<file path="src/include/ptsm_pkg.sv">
// port traffic statistics monitor: shared constants and types
package ptsm_pkg;
  localparam int DATA_W = 32;
  localparam int ADDR_W = 8;
  localparam int DEPTH_W = 8;
  localparam int PRESC_W = 16;
  localparam int SEL_W = 4;
  localparam int PRIO_W = 2;

  // register byte addresses
  localparam logic [ADDR_W-1:0] A_CNT_CFG = 8'h00;
  localparam logic [ADDR_W-1:0] A_STAT0 = 8'h04;
  localparam logic [ADDR_W-1:0] A_STAT1 = 8'h08;
  localparam logic [ADDR_W-1:0] A_TX_WM = 8'h0c;
  localparam logic [ADDR_W-1:0] A_TX_LIM = 8'h10;
  localparam logic [ADDR_W-1:0] A_TX_EXC = 8'h14;
  localparam logic [ADDR_W-1:0] A_TX_PER = 8'h18;
  localparam logic [ADDR_W-1:0] A_RX_WM = 8'h1c;
  localparam logic [ADDR_W-1:0] A_RX_LIM = 8'h20;
  localparam logic [ADDR_W-1:0] A_RX_EXC = 8'h24;
  localparam logic [ADDR_W-1:0] A_RX_PER = 8'h28;
  localparam logic [ADDR_W-1:0] A_TBASE = 8'h2c;
  localparam logic [ADDR_W-1:0] A_REORD = 8'h30;
  localparam logic [ADDR_W-1:0] A_REORD_THR = 8'h34;
  localparam logic [ADDR_W-1:0] A_IRQ_STAT = 8'h38;
  localparam logic [ADDR_W-1:0] A_IRQ_MASK = 8'h3c;
  localparam logic [ADDR_W-1:0] A_PW_EN = 8'h40;

  // counter slots
  localparam int C_STAT0 = 0;
  localparam int C_STAT1 = 1;
  localparam int C_TX_EXC = 2;
  localparam int C_TX_PER = 3;
  localparam int C_RX_EXC = 4;
  localparam int C_RX_PER = 5;
  localparam int C_REORD = 6;
  localparam int N_CNT = 7;
  localparam int N_STAT = 2;
  localparam logic [N_CNT*ADDR_W-1:0] CNT_ADDR = {A_REORD, A_RX_PER,
    A_RX_EXC, A_TX_PER, A_TX_EXC, A_STAT1, A_STAT0};

  // statistics counter configuration fields
  localparam int CFG_STRIDE = 8;
  localparam int CFG_MODE_LSB = 0;
  localparam int CFG_DIR_BIT = 2;
  localparam int CFG_PRIO_LSB = 3;
  localparam int CFG_W = 5;

  typedef enum logic [1:0] {
    MODE_OFF,
    MODE_WORDS,
    MODE_PKTS,
    MODE_PRIO
  } ptsm_mode_t;

  // interrupt status bits
  localparam int IRQ_TX_WM = 0;
  localparam int IRQ_RX_WM = 1;
  localparam int IRQ_REORD = 2;
  localparam int IRQ_W = 3;

  // port-write enable bits, direction index 0 tx, 1 rx
  localparam int DIR_TX = 0;
  localparam int DIR_RX = 1;
  localparam int N_DIR = 2;

  // reset values and counter saturation maximum
  localparam logic [DEPTH_W-1:0] RST_WM = 8'hff;
  localparam logic [DATA_W-1:0] RST_LIM = 32'hffffffff;
  localparam logic [DATA_W-1:0] RST_THR = 32'h00000000;
  localparam logic [DATA_W-1:0] CNT_MAX = 32'hffffffff;
endpackage

</file>
<file path="src/ptsm_port_monitor.sv">
// port traffic statistics and congestion monitor, one serial port
//
// Functional notes
// one complete independent monitor instance exists per serial port.
// a statistics counter can count each 32-bit word sent or received.
// a statistics counter can count each packet sent or received.
// a statistics counter can count packets of one priority 0..3 only.
// retried packets never advance packet-based statistics counters.
// each direction has a programmable queue depth watermark compared to depth.
// each direction counts separate occasions the depth rises above watermark.
// each direction accumulates time above watermark at selectable resolution.
// exceed count passing a limit can raise interrupt, port-write, or both.
// a counter counts packets reordered for lack of fabric progress.
// an interrupt is raised when the reorder count reaches its threshold.
// all monitoring counters accept software writes as well as reads.
// a read returns the counter value and then clears it.
// counters saturate at maximum instead of wrapping.
// an event coinciding with a clearing read leaves the counter at one.
//
// Decided for this implementation: the register offsets and the strobed register port.
`timescale 1ns/1ps
module ptsm_port_monitor (
  input wire logic clk_i,
  input wire logic reset_i,
  input wire logic [ptsm_pkg::ADDR_W-1:0] addr_i,
  input wire logic [ptsm_pkg::DATA_W-1:0] wdata_i,
  input wire logic wr_i,
  input wire logic rd_i,
  output logic [ptsm_pkg::DATA_W-1:0] rdata_o,
  input wire logic tx_word_i,
  input wire logic tx_pkt_i,
  input wire logic [ptsm_pkg::PRIO_W-1:0] tx_prio_i,
  input wire logic tx_retry_i,
  input wire logic [ptsm_pkg::DEPTH_W-1:0] tx_depth_i,
  input wire logic rx_word_i,
  input wire logic rx_pkt_i,
  input wire logic [ptsm_pkg::PRIO_W-1:0] rx_prio_i,
  input wire logic rx_retry_i,
  input wire logic [ptsm_pkg::DEPTH_W-1:0] rx_depth_i,
  input wire logic reorder_i,
  output logic irq_o,
  output logic port_write_o,
  output logic [ptsm_pkg::N_DIR-1:0] port_write_src_o
);
  // configuration registers
  logic [ptsm_pkg::DATA_W-1:0] cnt_cfg;
  logic [ptsm_pkg::DATA_W-1:0] next_cnt_cfg;
  logic [ptsm_pkg::DEPTH_W-1:0] wm [ptsm_pkg::N_DIR];
  logic [ptsm_pkg::DEPTH_W-1:0] next_wm [ptsm_pkg::N_DIR];
  logic [ptsm_pkg::DATA_W-1:0] lim [ptsm_pkg::N_DIR];
  logic [ptsm_pkg::DATA_W-1:0] next_lim [ptsm_pkg::N_DIR];
  logic [ptsm_pkg::SEL_W-1:0] tbase;
  logic [ptsm_pkg::SEL_W-1:0] next_tbase;
  logic [ptsm_pkg::DATA_W-1:0] reord_thr;
  logic [ptsm_pkg::DATA_W-1:0] next_reord_thr;
  logic [ptsm_pkg::IRQ_W-1:0] irq_mask;
  logic [ptsm_pkg::IRQ_W-1:0] next_irq_mask;
  logic [ptsm_pkg::N_DIR-1:0] pw_en;
  logic [ptsm_pkg::N_DIR-1:0] next_pw_en;

  // status, notification and read data
  logic [ptsm_pkg::IRQ_W-1:0] irq_stat;
  logic [ptsm_pkg::IRQ_W-1:0] next_irq_stat;
  logic [ptsm_pkg::IRQ_W-1:0] irq_evt;
  logic pw;
  logic next_pw;
  logic [ptsm_pkg::N_DIR-1:0] pw_src;
  logic [ptsm_pkg::N_DIR-1:0] next_pw_src;
  logic [ptsm_pkg::DATA_W-1:0] rdata;
  logic [ptsm_pkg::DATA_W-1:0] next_rdata;

  // watermark tracking and time base
  logic [ptsm_pkg::N_DIR-1:0] above;
  logic [ptsm_pkg::N_DIR-1:0] next_above;
  logic [ptsm_pkg::N_DIR-1:0] above_now;
  logic [ptsm_pkg::N_DIR-1:0] wm_pass;
  logic [ptsm_pkg::PRESC_W-1:0] presc;
  logic [ptsm_pkg::PRESC_W-1:0] next_presc;
  logic [ptsm_pkg::PRESC_W-1:0] presc_mask;
  logic tick;

  // counter bank
  logic [ptsm_pkg::N_CNT-1:0] cnt_inc;
  logic [ptsm_pkg::N_CNT-1:0] cnt_clr;
  logic [ptsm_pkg::N_CNT-1:0] cnt_wr;
  logic [ptsm_pkg::DATA_W-1:0] cnt_q [ptsm_pkg::N_CNT];
  logic [ptsm_pkg::DATA_W-1:0] cnt_next [ptsm_pkg::N_CNT];

  // per-direction traffic views
  logic [ptsm_pkg::N_DIR-1:0] word_ev;
  logic [ptsm_pkg::N_DIR-1:0] good_pkt;
  logic [ptsm_pkg::PRIO_W-1:0] pkt_prio [ptsm_pkg::N_DIR];
  logic [ptsm_pkg::DEPTH_W-1:0] depth [ptsm_pkg::N_DIR];

  always_comb begin
    word_ev = {rx_word_i, tx_word_i};
    good_pkt[ptsm_pkg::DIR_TX] = tx_pkt_i && !tx_retry_i;
    good_pkt[ptsm_pkg::DIR_RX] = rx_pkt_i && !rx_retry_i;
    pkt_prio[ptsm_pkg::DIR_TX] = tx_prio_i;
    pkt_prio[ptsm_pkg::DIR_RX] = rx_prio_i;
    depth[ptsm_pkg::DIR_TX] = tx_depth_i;
    depth[ptsm_pkg::DIR_RX] = rx_depth_i;
  end

  // configuration writes
  always_comb begin
    next_cnt_cfg = cnt_cfg;
    next_wm = wm;
    next_lim = lim;
    next_tbase = tbase;
    next_reord_thr = reord_thr;
    next_irq_mask = irq_mask;
    next_pw_en = pw_en;
    if (wr_i) begin
      unique case (addr_i)
        ptsm_pkg::A_CNT_CFG: begin
          next_cnt_cfg = wdata_i;
        end
        ptsm_pkg::A_TX_WM: begin
          next_wm[ptsm_pkg::DIR_TX] = wdata_i[ptsm_pkg::DEPTH_W-1:0];
        end
        ptsm_pkg::A_RX_WM: begin
          next_wm[ptsm_pkg::DIR_RX] = wdata_i[ptsm_pkg::DEPTH_W-1:0];
        end
        ptsm_pkg::A_TX_LIM: begin
          next_lim[ptsm_pkg::DIR_TX] = wdata_i;
        end
        ptsm_pkg::A_RX_LIM: begin
          next_lim[ptsm_pkg::DIR_RX] = wdata_i;
        end
        ptsm_pkg::A_TBASE: begin
          next_tbase = wdata_i[ptsm_pkg::SEL_W-1:0];
        end
        ptsm_pkg::A_REORD_THR: begin
          next_reord_thr = wdata_i;
        end
        ptsm_pkg::A_IRQ_MASK: begin
          next_irq_mask = wdata_i[ptsm_pkg::IRQ_W-1:0];
        end
        ptsm_pkg::A_PW_EN: begin
          next_pw_en = wdata_i[ptsm_pkg::N_DIR-1:0];
        end
        default: begin
          next_cnt_cfg = cnt_cfg;
        end
      endcase
    end
  end

  always_ff @(posedge clk_i or posedge reset_i) begin
    if (reset_i) begin
      cnt_cfg <= '0;
      wm[ptsm_pkg::DIR_TX] <= ptsm_pkg::RST_WM;
      wm[ptsm_pkg::DIR_RX] <= ptsm_pkg::RST_WM;
      lim[ptsm_pkg::DIR_TX] <= ptsm_pkg::RST_LIM;
      lim[ptsm_pkg::DIR_RX] <= ptsm_pkg::RST_LIM;
      tbase <= '0;
      reord_thr <= ptsm_pkg::RST_THR;
      irq_mask <= '0;
      pw_en <= '0;
    end else begin
      cnt_cfg <= next_cnt_cfg;
      wm <= next_wm;
      lim <= next_lim;
      tbase <= next_tbase;
      reord_thr <= next_reord_thr;
      irq_mask <= next_irq_mask;
      pw_en <= next_pw_en;
    end
  end

  // time base for congestion period resolution
  always_comb begin
    presc_mask = ~(16'hffff << tbase);
    tick = (presc & presc_mask) == presc_mask;
    next_presc = presc + 16'h0001;
    for (int d = 0; d < ptsm_pkg::N_DIR; d++) begin
      above_now[d] = depth[d] > wm[d];
    end
    next_above = above_now;
  end

  always_ff @(posedge clk_i or posedge reset_i) begin
    if (reset_i) begin
      presc <= '0;
      above <= '0;
    end else begin
      presc <= next_presc;
      above <= next_above;
    end
  end

  // counter increments, clears and writes
  always_comb begin
    logic [ptsm_pkg::CFG_W-1:0] cfg;
    logic dir;
    ptsm_pkg::ptsm_mode_t mode;
    cfg = '0;
    dir = 1'b0;
    mode = ptsm_pkg::MODE_OFF;
    cnt_inc = '0;
    for (int s = 0; s < ptsm_pkg::N_STAT; s++) begin
      cfg = cnt_cfg[s*ptsm_pkg::CFG_STRIDE +: ptsm_pkg::CFG_W];
      dir = cfg[ptsm_pkg::CFG_DIR_BIT];
      mode = ptsm_pkg::ptsm_mode_t'(cfg[ptsm_pkg::CFG_MODE_LSB +: 2]);
      unique case (mode)
        ptsm_pkg::MODE_OFF: begin
          cnt_inc[s] = 1'b0;
        end
        ptsm_pkg::MODE_WORDS: begin
          cnt_inc[s] = word_ev[dir];
        end
        ptsm_pkg::MODE_PKTS: begin
          cnt_inc[s] = good_pkt[dir];
        end
        ptsm_pkg::MODE_PRIO: begin
          cnt_inc[s] = good_pkt[dir] &&
            pkt_prio[dir] ==
            cfg[ptsm_pkg::CFG_PRIO_LSB +: ptsm_pkg::PRIO_W];
        end
      endcase
    end
    cnt_inc[ptsm_pkg::C_TX_EXC] = above_now[ptsm_pkg::DIR_TX] &&
      !above[ptsm_pkg::DIR_TX];
    cnt_inc[ptsm_pkg::C_RX_EXC] = above_now[ptsm_pkg::DIR_RX] &&
      !above[ptsm_pkg::DIR_RX];
    cnt_inc[ptsm_pkg::C_TX_PER] = above_now[ptsm_pkg::DIR_TX] && tick;
    cnt_inc[ptsm_pkg::C_RX_PER] = above_now[ptsm_pkg::DIR_RX] && tick;
    cnt_inc[ptsm_pkg::C_REORD] = reorder_i;
    for (int c = 0; c < ptsm_pkg::N_CNT; c++) begin
      cnt_clr[c] = rd_i &&
        addr_i == ptsm_pkg::CNT_ADDR[c*ptsm_pkg::ADDR_W +: ptsm_pkg::ADDR_W];
      cnt_wr[c] = wr_i &&
        addr_i == ptsm_pkg::CNT_ADDR[c*ptsm_pkg::ADDR_W +: ptsm_pkg::ADDR_W];
    end
  end

  // one counter per slot, the whole bank per port instance
  for (genvar g = 0; g < ptsm_pkg::N_CNT; g++) begin : g_cnt
    ptsm_sat_cnt u_cnt (
      .clk_i(clk_i),
      .reset_i(reset_i),
      .inc_i(cnt_inc[g]),
      .clr_i(cnt_clr[g]),
      .wr_i(cnt_wr[g]),
      .wdata_i(wdata_i),
      .q_o(cnt_q[g]),
      .next_o(cnt_next[g])
    );
  end

  // threshold events
  always_comb begin
    wm_pass[ptsm_pkg::DIR_TX] = cnt_next[ptsm_pkg::C_TX_EXC] >
      lim[ptsm_pkg::DIR_TX] &&
      !(cnt_q[ptsm_pkg::C_TX_EXC] > lim[ptsm_pkg::DIR_TX]);
    wm_pass[ptsm_pkg::DIR_RX] = cnt_next[ptsm_pkg::C_RX_EXC] >
      lim[ptsm_pkg::DIR_RX] &&
      !(cnt_q[ptsm_pkg::C_RX_EXC] > lim[ptsm_pkg::DIR_RX]);
    irq_evt = '0;
    irq_evt[ptsm_pkg::IRQ_TX_WM] = wm_pass[ptsm_pkg::DIR_TX];
    irq_evt[ptsm_pkg::IRQ_RX_WM] = wm_pass[ptsm_pkg::DIR_RX];
    irq_evt[ptsm_pkg::IRQ_REORD] = reord_thr != '0 &&
      cnt_next[ptsm_pkg::C_REORD] == reord_thr &&
      cnt_q[ptsm_pkg::C_REORD] != reord_thr;
  end

  // sticky status, port-write request, read data
  always_comb begin
    next_irq_stat = irq_stat;
    if (rd_i && addr_i == ptsm_pkg::A_IRQ_STAT) begin
      next_irq_stat = '0;
    end
    next_irq_stat = next_irq_stat | irq_evt;
    next_pw_src = wm_pass & pw_en;
    next_pw = |next_pw_src;
    next_rdata = '0;
    if (rd_i) begin
      unique case (addr_i)
        ptsm_pkg::A_CNT_CFG: begin
          next_rdata = cnt_cfg;
        end
        ptsm_pkg::A_STAT0: begin
          next_rdata = cnt_q[ptsm_pkg::C_STAT0];
        end
        ptsm_pkg::A_STAT1: begin
          next_rdata = cnt_q[ptsm_pkg::C_STAT1];
        end
        ptsm_pkg::A_TX_WM: begin
          next_rdata = {24'h000000, wm[ptsm_pkg::DIR_TX]};
        end
        ptsm_pkg::A_RX_WM: begin
          next_rdata = {24'h000000, wm[ptsm_pkg::DIR_RX]};
        end
        ptsm_pkg::A_TX_LIM: begin
          next_rdata = lim[ptsm_pkg::DIR_TX];
        end
        ptsm_pkg::A_RX_LIM: begin
          next_rdata = lim[ptsm_pkg::DIR_RX];
        end
        ptsm_pkg::A_TX_EXC: begin
          next_rdata = cnt_q[ptsm_pkg::C_TX_EXC];
        end
        ptsm_pkg::A_RX_EXC: begin
          next_rdata = cnt_q[ptsm_pkg::C_RX_EXC];
        end
        ptsm_pkg::A_TX_PER: begin
          next_rdata = cnt_q[ptsm_pkg::C_TX_PER];
        end
        ptsm_pkg::A_RX_PER: begin
          next_rdata = cnt_q[ptsm_pkg::C_RX_PER];
        end
        ptsm_pkg::A_TBASE: begin
          next_rdata = {28'h0000000, tbase};
        end
        ptsm_pkg::A_REORD: begin
          next_rdata = cnt_q[ptsm_pkg::C_REORD];
        end
        ptsm_pkg::A_REORD_THR: begin
          next_rdata = reord_thr;
        end
        ptsm_pkg::A_IRQ_STAT: begin
          next_rdata = {29'h00000000, irq_stat};
        end
        ptsm_pkg::A_IRQ_MASK: begin
          next_rdata = {29'h00000000, irq_mask};
        end
        ptsm_pkg::A_PW_EN: begin
          next_rdata = {30'h00000000, pw_en};
        end
        default: begin
          next_rdata = '0;
        end
      endcase
    end
  end

  always_ff @(posedge clk_i or posedge reset_i) begin
    if (reset_i) begin
      irq_stat <= '0;
      pw <= 1'b0;
      pw_src <= '0;
      rdata <= '0;
    end else begin
      irq_stat <= next_irq_stat;
      pw <= next_pw;
      pw_src <= next_pw_src;
      rdata <= next_rdata;
    end
  end

  assign irq_o = |(irq_stat & irq_mask);
  assign port_write_o = pw;
  assign port_write_src_o = pw_src;
  assign rdata_o = rdata;
endmodule

</file>
<file path="src/ptsm_sat_cnt.sv">
// saturating, writable, clear-on-read counter
`timescale 1ns/1ps
module ptsm_sat_cnt (
  input wire logic clk_i,
  input wire logic reset_i,
  input wire logic inc_i,
  input wire logic clr_i,
  input wire logic wr_i,
  input wire logic [ptsm_pkg::DATA_W-1:0] wdata_i,
  output logic [ptsm_pkg::DATA_W-1:0] q_o,
  output logic [ptsm_pkg::DATA_W-1:0] next_o
);
  logic [ptsm_pkg::DATA_W-1:0] q;
  logic [ptsm_pkg::DATA_W-1:0] next_q;
  logic [ptsm_pkg::DATA_W-1:0] base;

  always_comb begin
    base = q;
    if (clr_i) begin
      base = '0;
    end else if (wr_i) begin
      base = wdata_i;
    end
    next_q = base;
    if (inc_i && base != ptsm_pkg::CNT_MAX) begin
      next_q = base + 32'h00000001;
    end
  end

  always_ff @(posedge clk_i or posedge reset_i) begin
    if (reset_i) begin
      q <= '0;
    end else begin
      q <= next_q;
    end
  end

  assign q_o = q;
  assign next_o = next_q;
endmodule

</file>
<file path="config.mk">
export PLATFORM = sky130hd
export DESIGN_NAME = ptsm_port_monitor
export DESIGN_NICKNAME = d
export VERILOG_FILES = /design/src/include/ptsm_pkg.sv /design/src/ptsm_port_monitor.sv /design/src/ptsm_sat_cnt.sv
export SDC_FILE = /design/constraint.sdc
export NUM_CORES = 2
export LEC_CHECK = 0
export BUFFER_PORTS_ARGS = -buffer_cell sky130_fd_sc_hd__buf_2
export CAP_MARGIN = 15
export CORE_MARGIN = 4
export CORE_UTILIZATION = 51
export DETAILED_ROUTE_END_ITERATION = 6
export PLACE_DENSITY = 0.68
export SKIP_CTS_REPAIR_TIMING = 1
export SYNTH_ARGS = -nofsm -noshare
export SYNTH_HDL_FRONTEND = slang
export SYNTH_HIERARCHICAL = 1
export SYNTH_SLANG_ARGS = --single-unit
</file>
<file path="constraint.sdc">
create_clock -name clk_i -period 7 [get_ports clk_i]
set_clock_uncertainty 0.15 [all_clocks]
set_input_delay 1.05 -clock clk_i [delete_from_list [all_inputs] [get_ports clk_i]]
set_output_delay 1.05 -clock clk_i [all_outputs]
set_load 0.01 [all_outputs]
</file>
==> impl_metrics.ini <==
[logic_synthesis]
synth.distinct_cells = 87
synth_nets = 3535
synth_xor_area_frac = 0.06221
synth_top_flop_cell = dfrtp_1
synth.ff_latch_count = 432
syn_avg_cell_area_sq_um = 9.989
synthMuxAreaShare = 0.1186
synthSimpleGateAreaFrac = 0.2257
synth.cell_area_sq_um = 33080
synth_enable_flop_cells = 0
ys_async_sr_fraction = 1.000
yosysSeqAreaShare = 0.3298
synth_fa_ha_area_frac = 0.05748
yosys.area.top_type = dfrtp_1
synth_area_leaders = dfrtp_1 27%, dfstp_2 6.4%, mux2_2 6.2%
synth_compound_area_frac = 0.1652
synth_top_area_frac = 0.2662
ys_warn_count = 6
synth_top_family_by_area = simple AND/OR/NAND/NOR gates
netlist_instances = 3312

[floorplanning]
initial_core_util = 0.5141
io_pins = 107
die_height_microns = 262.7
dieArea_sq_um = 69010
core_region_area_sq_um = 64350
fp-row-count = 93
die_w_microns = 262.7

[global_routing]
grt_first_pass_wirelength_microns = 209900
grtUsageTotal = 0.4107
grt_overflow = 0
grt_pass1_vias = 29500
grt_max_degree = 105
grt_antenna_before_repair = 9

[sta]
rsz0062_at_grt = no
fin_tns_setup_ns = 0
hold_ws_ns = 0.3370
maxSlewViolCount = 0
relSlewSlack = 0.1974
finalHoldViolCount = 0
setup_viol = 0
worst_pin_slew_ns = 1.204
fmax_mhz = 155.6
period_share = 0.9180
setup_ws_ns = 0.5739
period_needed_ns = 6.426

[clocking]
cts_buffer_depth = 3
cts_tree = yes
cts.sinks = 432
root_buffer = clkbuf_16
clk_latency_ns = 0.63
clkTransAtPathRegs_ns = 0.06
cts_buffers = 53
htreeDepth = 2

[cells_and_area]
nFillCells = 5640
num-nets-final = 3638
area_growth_pct = 10.70
final_util = 0.5692
drive_gt1_frac = 0.2188

[critical_path]
start_kind = flop
worstPathArrival_ns = 6.83
path_max_fanout = 6
cp.required_ns = 7.40
worst-setup-path-type = reg2reg
endpoint_kind = flop

[detailed_routing]
drc = 2
wl_microns = 148200
drt_iter0_drc = 4174
firstDrtPassIters = 7
viasPerCell = 7.079
wl_per_cell_microns = 34.27
final_antenna_net_count = 0
via_count = 30610

[flow_run]
maxCapViolCount = 0

[outcome]
status = finished with violations
violations = design-rule violations

[pwr]
power.density_nw_per_um2 = 220.4
total_power_mw = 8.073
p_leak_nw = 15.83
vdd_ir_drop_max_v = 0.0001931

[place]
io_buffers = 106
preCtsSetupSlack_ns = 0.1598
place_congestion = 1.038
post-dp-hpwl_microns = 111900

[worst_hold_path]
hold_class = reg2reg
==> Yosys cell counts (69+ instances only) <==
library cell	number
dfrtp_1	352
nand2_1	172
mux2_2	181
nand3_1	128
nor3_1	74
dfstp_2	80
ha_1	152
xor2_1	122
nor2_1	247
inv_1	135
xnor2_1	113
a21oi_1	116
nand4_1	94
a22o_1	69
mux2i_1	186
==> worst max-delay path, stage by stage, from the launching register on <==
cell	delay [ns]
dfstp_2	0.56
inv_1	0.05
ha_1	0.28
nor2b_1	0.14
o21a_1	0.13
o21a_1	0.11
o21ai_0	0.07
a21oi_1	0.15
o31ai_1	0.12
nor2_1	0.38
inv_1	0.25
nor3_2	0.32
nand4_2	0.21
a2111oi_2	0.60
o211ai_1	0.17
nor3b_1	0.19
ha_1	0.33
and4_1	0.23
nand4_1	0.21
or4_1	0.60
o221a_1	0.29
nor4_2	0.56
a22o_2	0.25
==> per-layer routing <==
| metal | wire length [microns] | GRT usage | vias to the layer above |
|---|---|---|---|
| met4 | 10820 | 0.2447 | 8 |
| met3 | 19210 | 0.1377 | 417 |
| li1 | - | - | 12820 |
| met2 | 60380 | 0.5813 | 2018 |
| met1 | 57680 | 0.5443 | 15350 |
| met5 | 102 | 0.006237 | - |
==> cell families (layout without fill, tap and decap cells) <==
family | after synthesis | count (layout)
buffers and inverters | 286 | 433
AND/OR/NAND/NOR | 1190 | 1190
multiplexers | 369 | 369
AO/OA/AOI/OAI | 648 | 648
XOR/XNOR | 235 | 235
other | 0 | 10
flip-flops | 432 | 432
adder cells (fa/ha/maj) | 152 | 152
==> cell usage in the layout, fill, tap and decap left out, types with 60 or more instances in the layout <==
cell	count
a221oi_1	63
xnor2_1	113
nor2_1	238
xor2_1	122
buf_4	90
dfrtp_1	352
inv_1	134
nand3b_1	60
a22o_1	69
dfstp_2	80
nor3_1	74
nand4_1	94
mux2i_1	186
buf_2	106
a21oi_1	116
mux2_2	181
nand2_1	171
nand3_1	128
ha_1	152
==> area by class of cell <==
class	instances	area [sq um]	share of cell area
Multi-Input combinational cell	2594	20880	0.5700
Sequential cell	432	10910	0.2979
Clock buffer	64	1429	0.03901
Timing Repair Buffer	199	1266	0.03457
Tap cell	855	1070	0.02921
Clock inverter	35	534.3	0.01459
Inverter	135	514.2	0.01404
Antenna cell	10	25.02	0.0006832
==> report_power, final <==
part / internal (mW) / switching, mW
registers: 2.72 / 0.512
logic: 0.640 / 1.03
clock network: 1.91 / 1.26
==> through the flow <==
stage / cells / cell area, sq um
4_1_cts: 4314 / 36600
3_3_place_gp: 4215 / 34640
5_1_grt: 4314 / 36600
2_1_floorplan: 3312 / 33080
3_5_place_dp: 4215 / 34640
6_report: 4324 / 36630
==> registers in the layout, indices dropped and copies added (netlist names) <==
signal	flops
g_cnt.u_cnt/q_o	224
lim	64
cnt_cfg	32
rdata_o	32
reord_thr	32
wm	16
presc	15
tbase	4
irq_mask	3
irq_stat	3
above	2
port_write_src_o	2
pw_en	2
port_write_o	1
==> worst paths after layout <==
| kind | startpoint | endpoint | slack, ns | cells after the start |
|---|---|---|---|---|
| max in group asynchronous | reset_i | tbase[0]$_DFFE_PP0P_ | 4.73 | 3 |
| worst max register to register | wm[9]$_DFFE_PP1P_ | port_write_o$_DFF_PP0_ | 0.57 | 22 |
| worst min register to register | presc[14]$_DFF_PP0_ | presc[14]$_DFF_PP0_ | 0.34 | 1 |
| worst max-delay path | wm[9]$_DFFE_PP1P_ | port_write_o$_DFF_PP0_ | 0.57 | 22 |
| min in group asynchronous | reset_i | g_cnt[4].u_cnt/q_o[30]$_DFF_PP0_ | 0.47 | 2 |
| worst min-delay path | presc[14]$_DFF_PP0_ | presc[14]$_DFF_PP0_ | 0.34 | 1 |
Note: power is estimated with default switching activity, not from simulation.
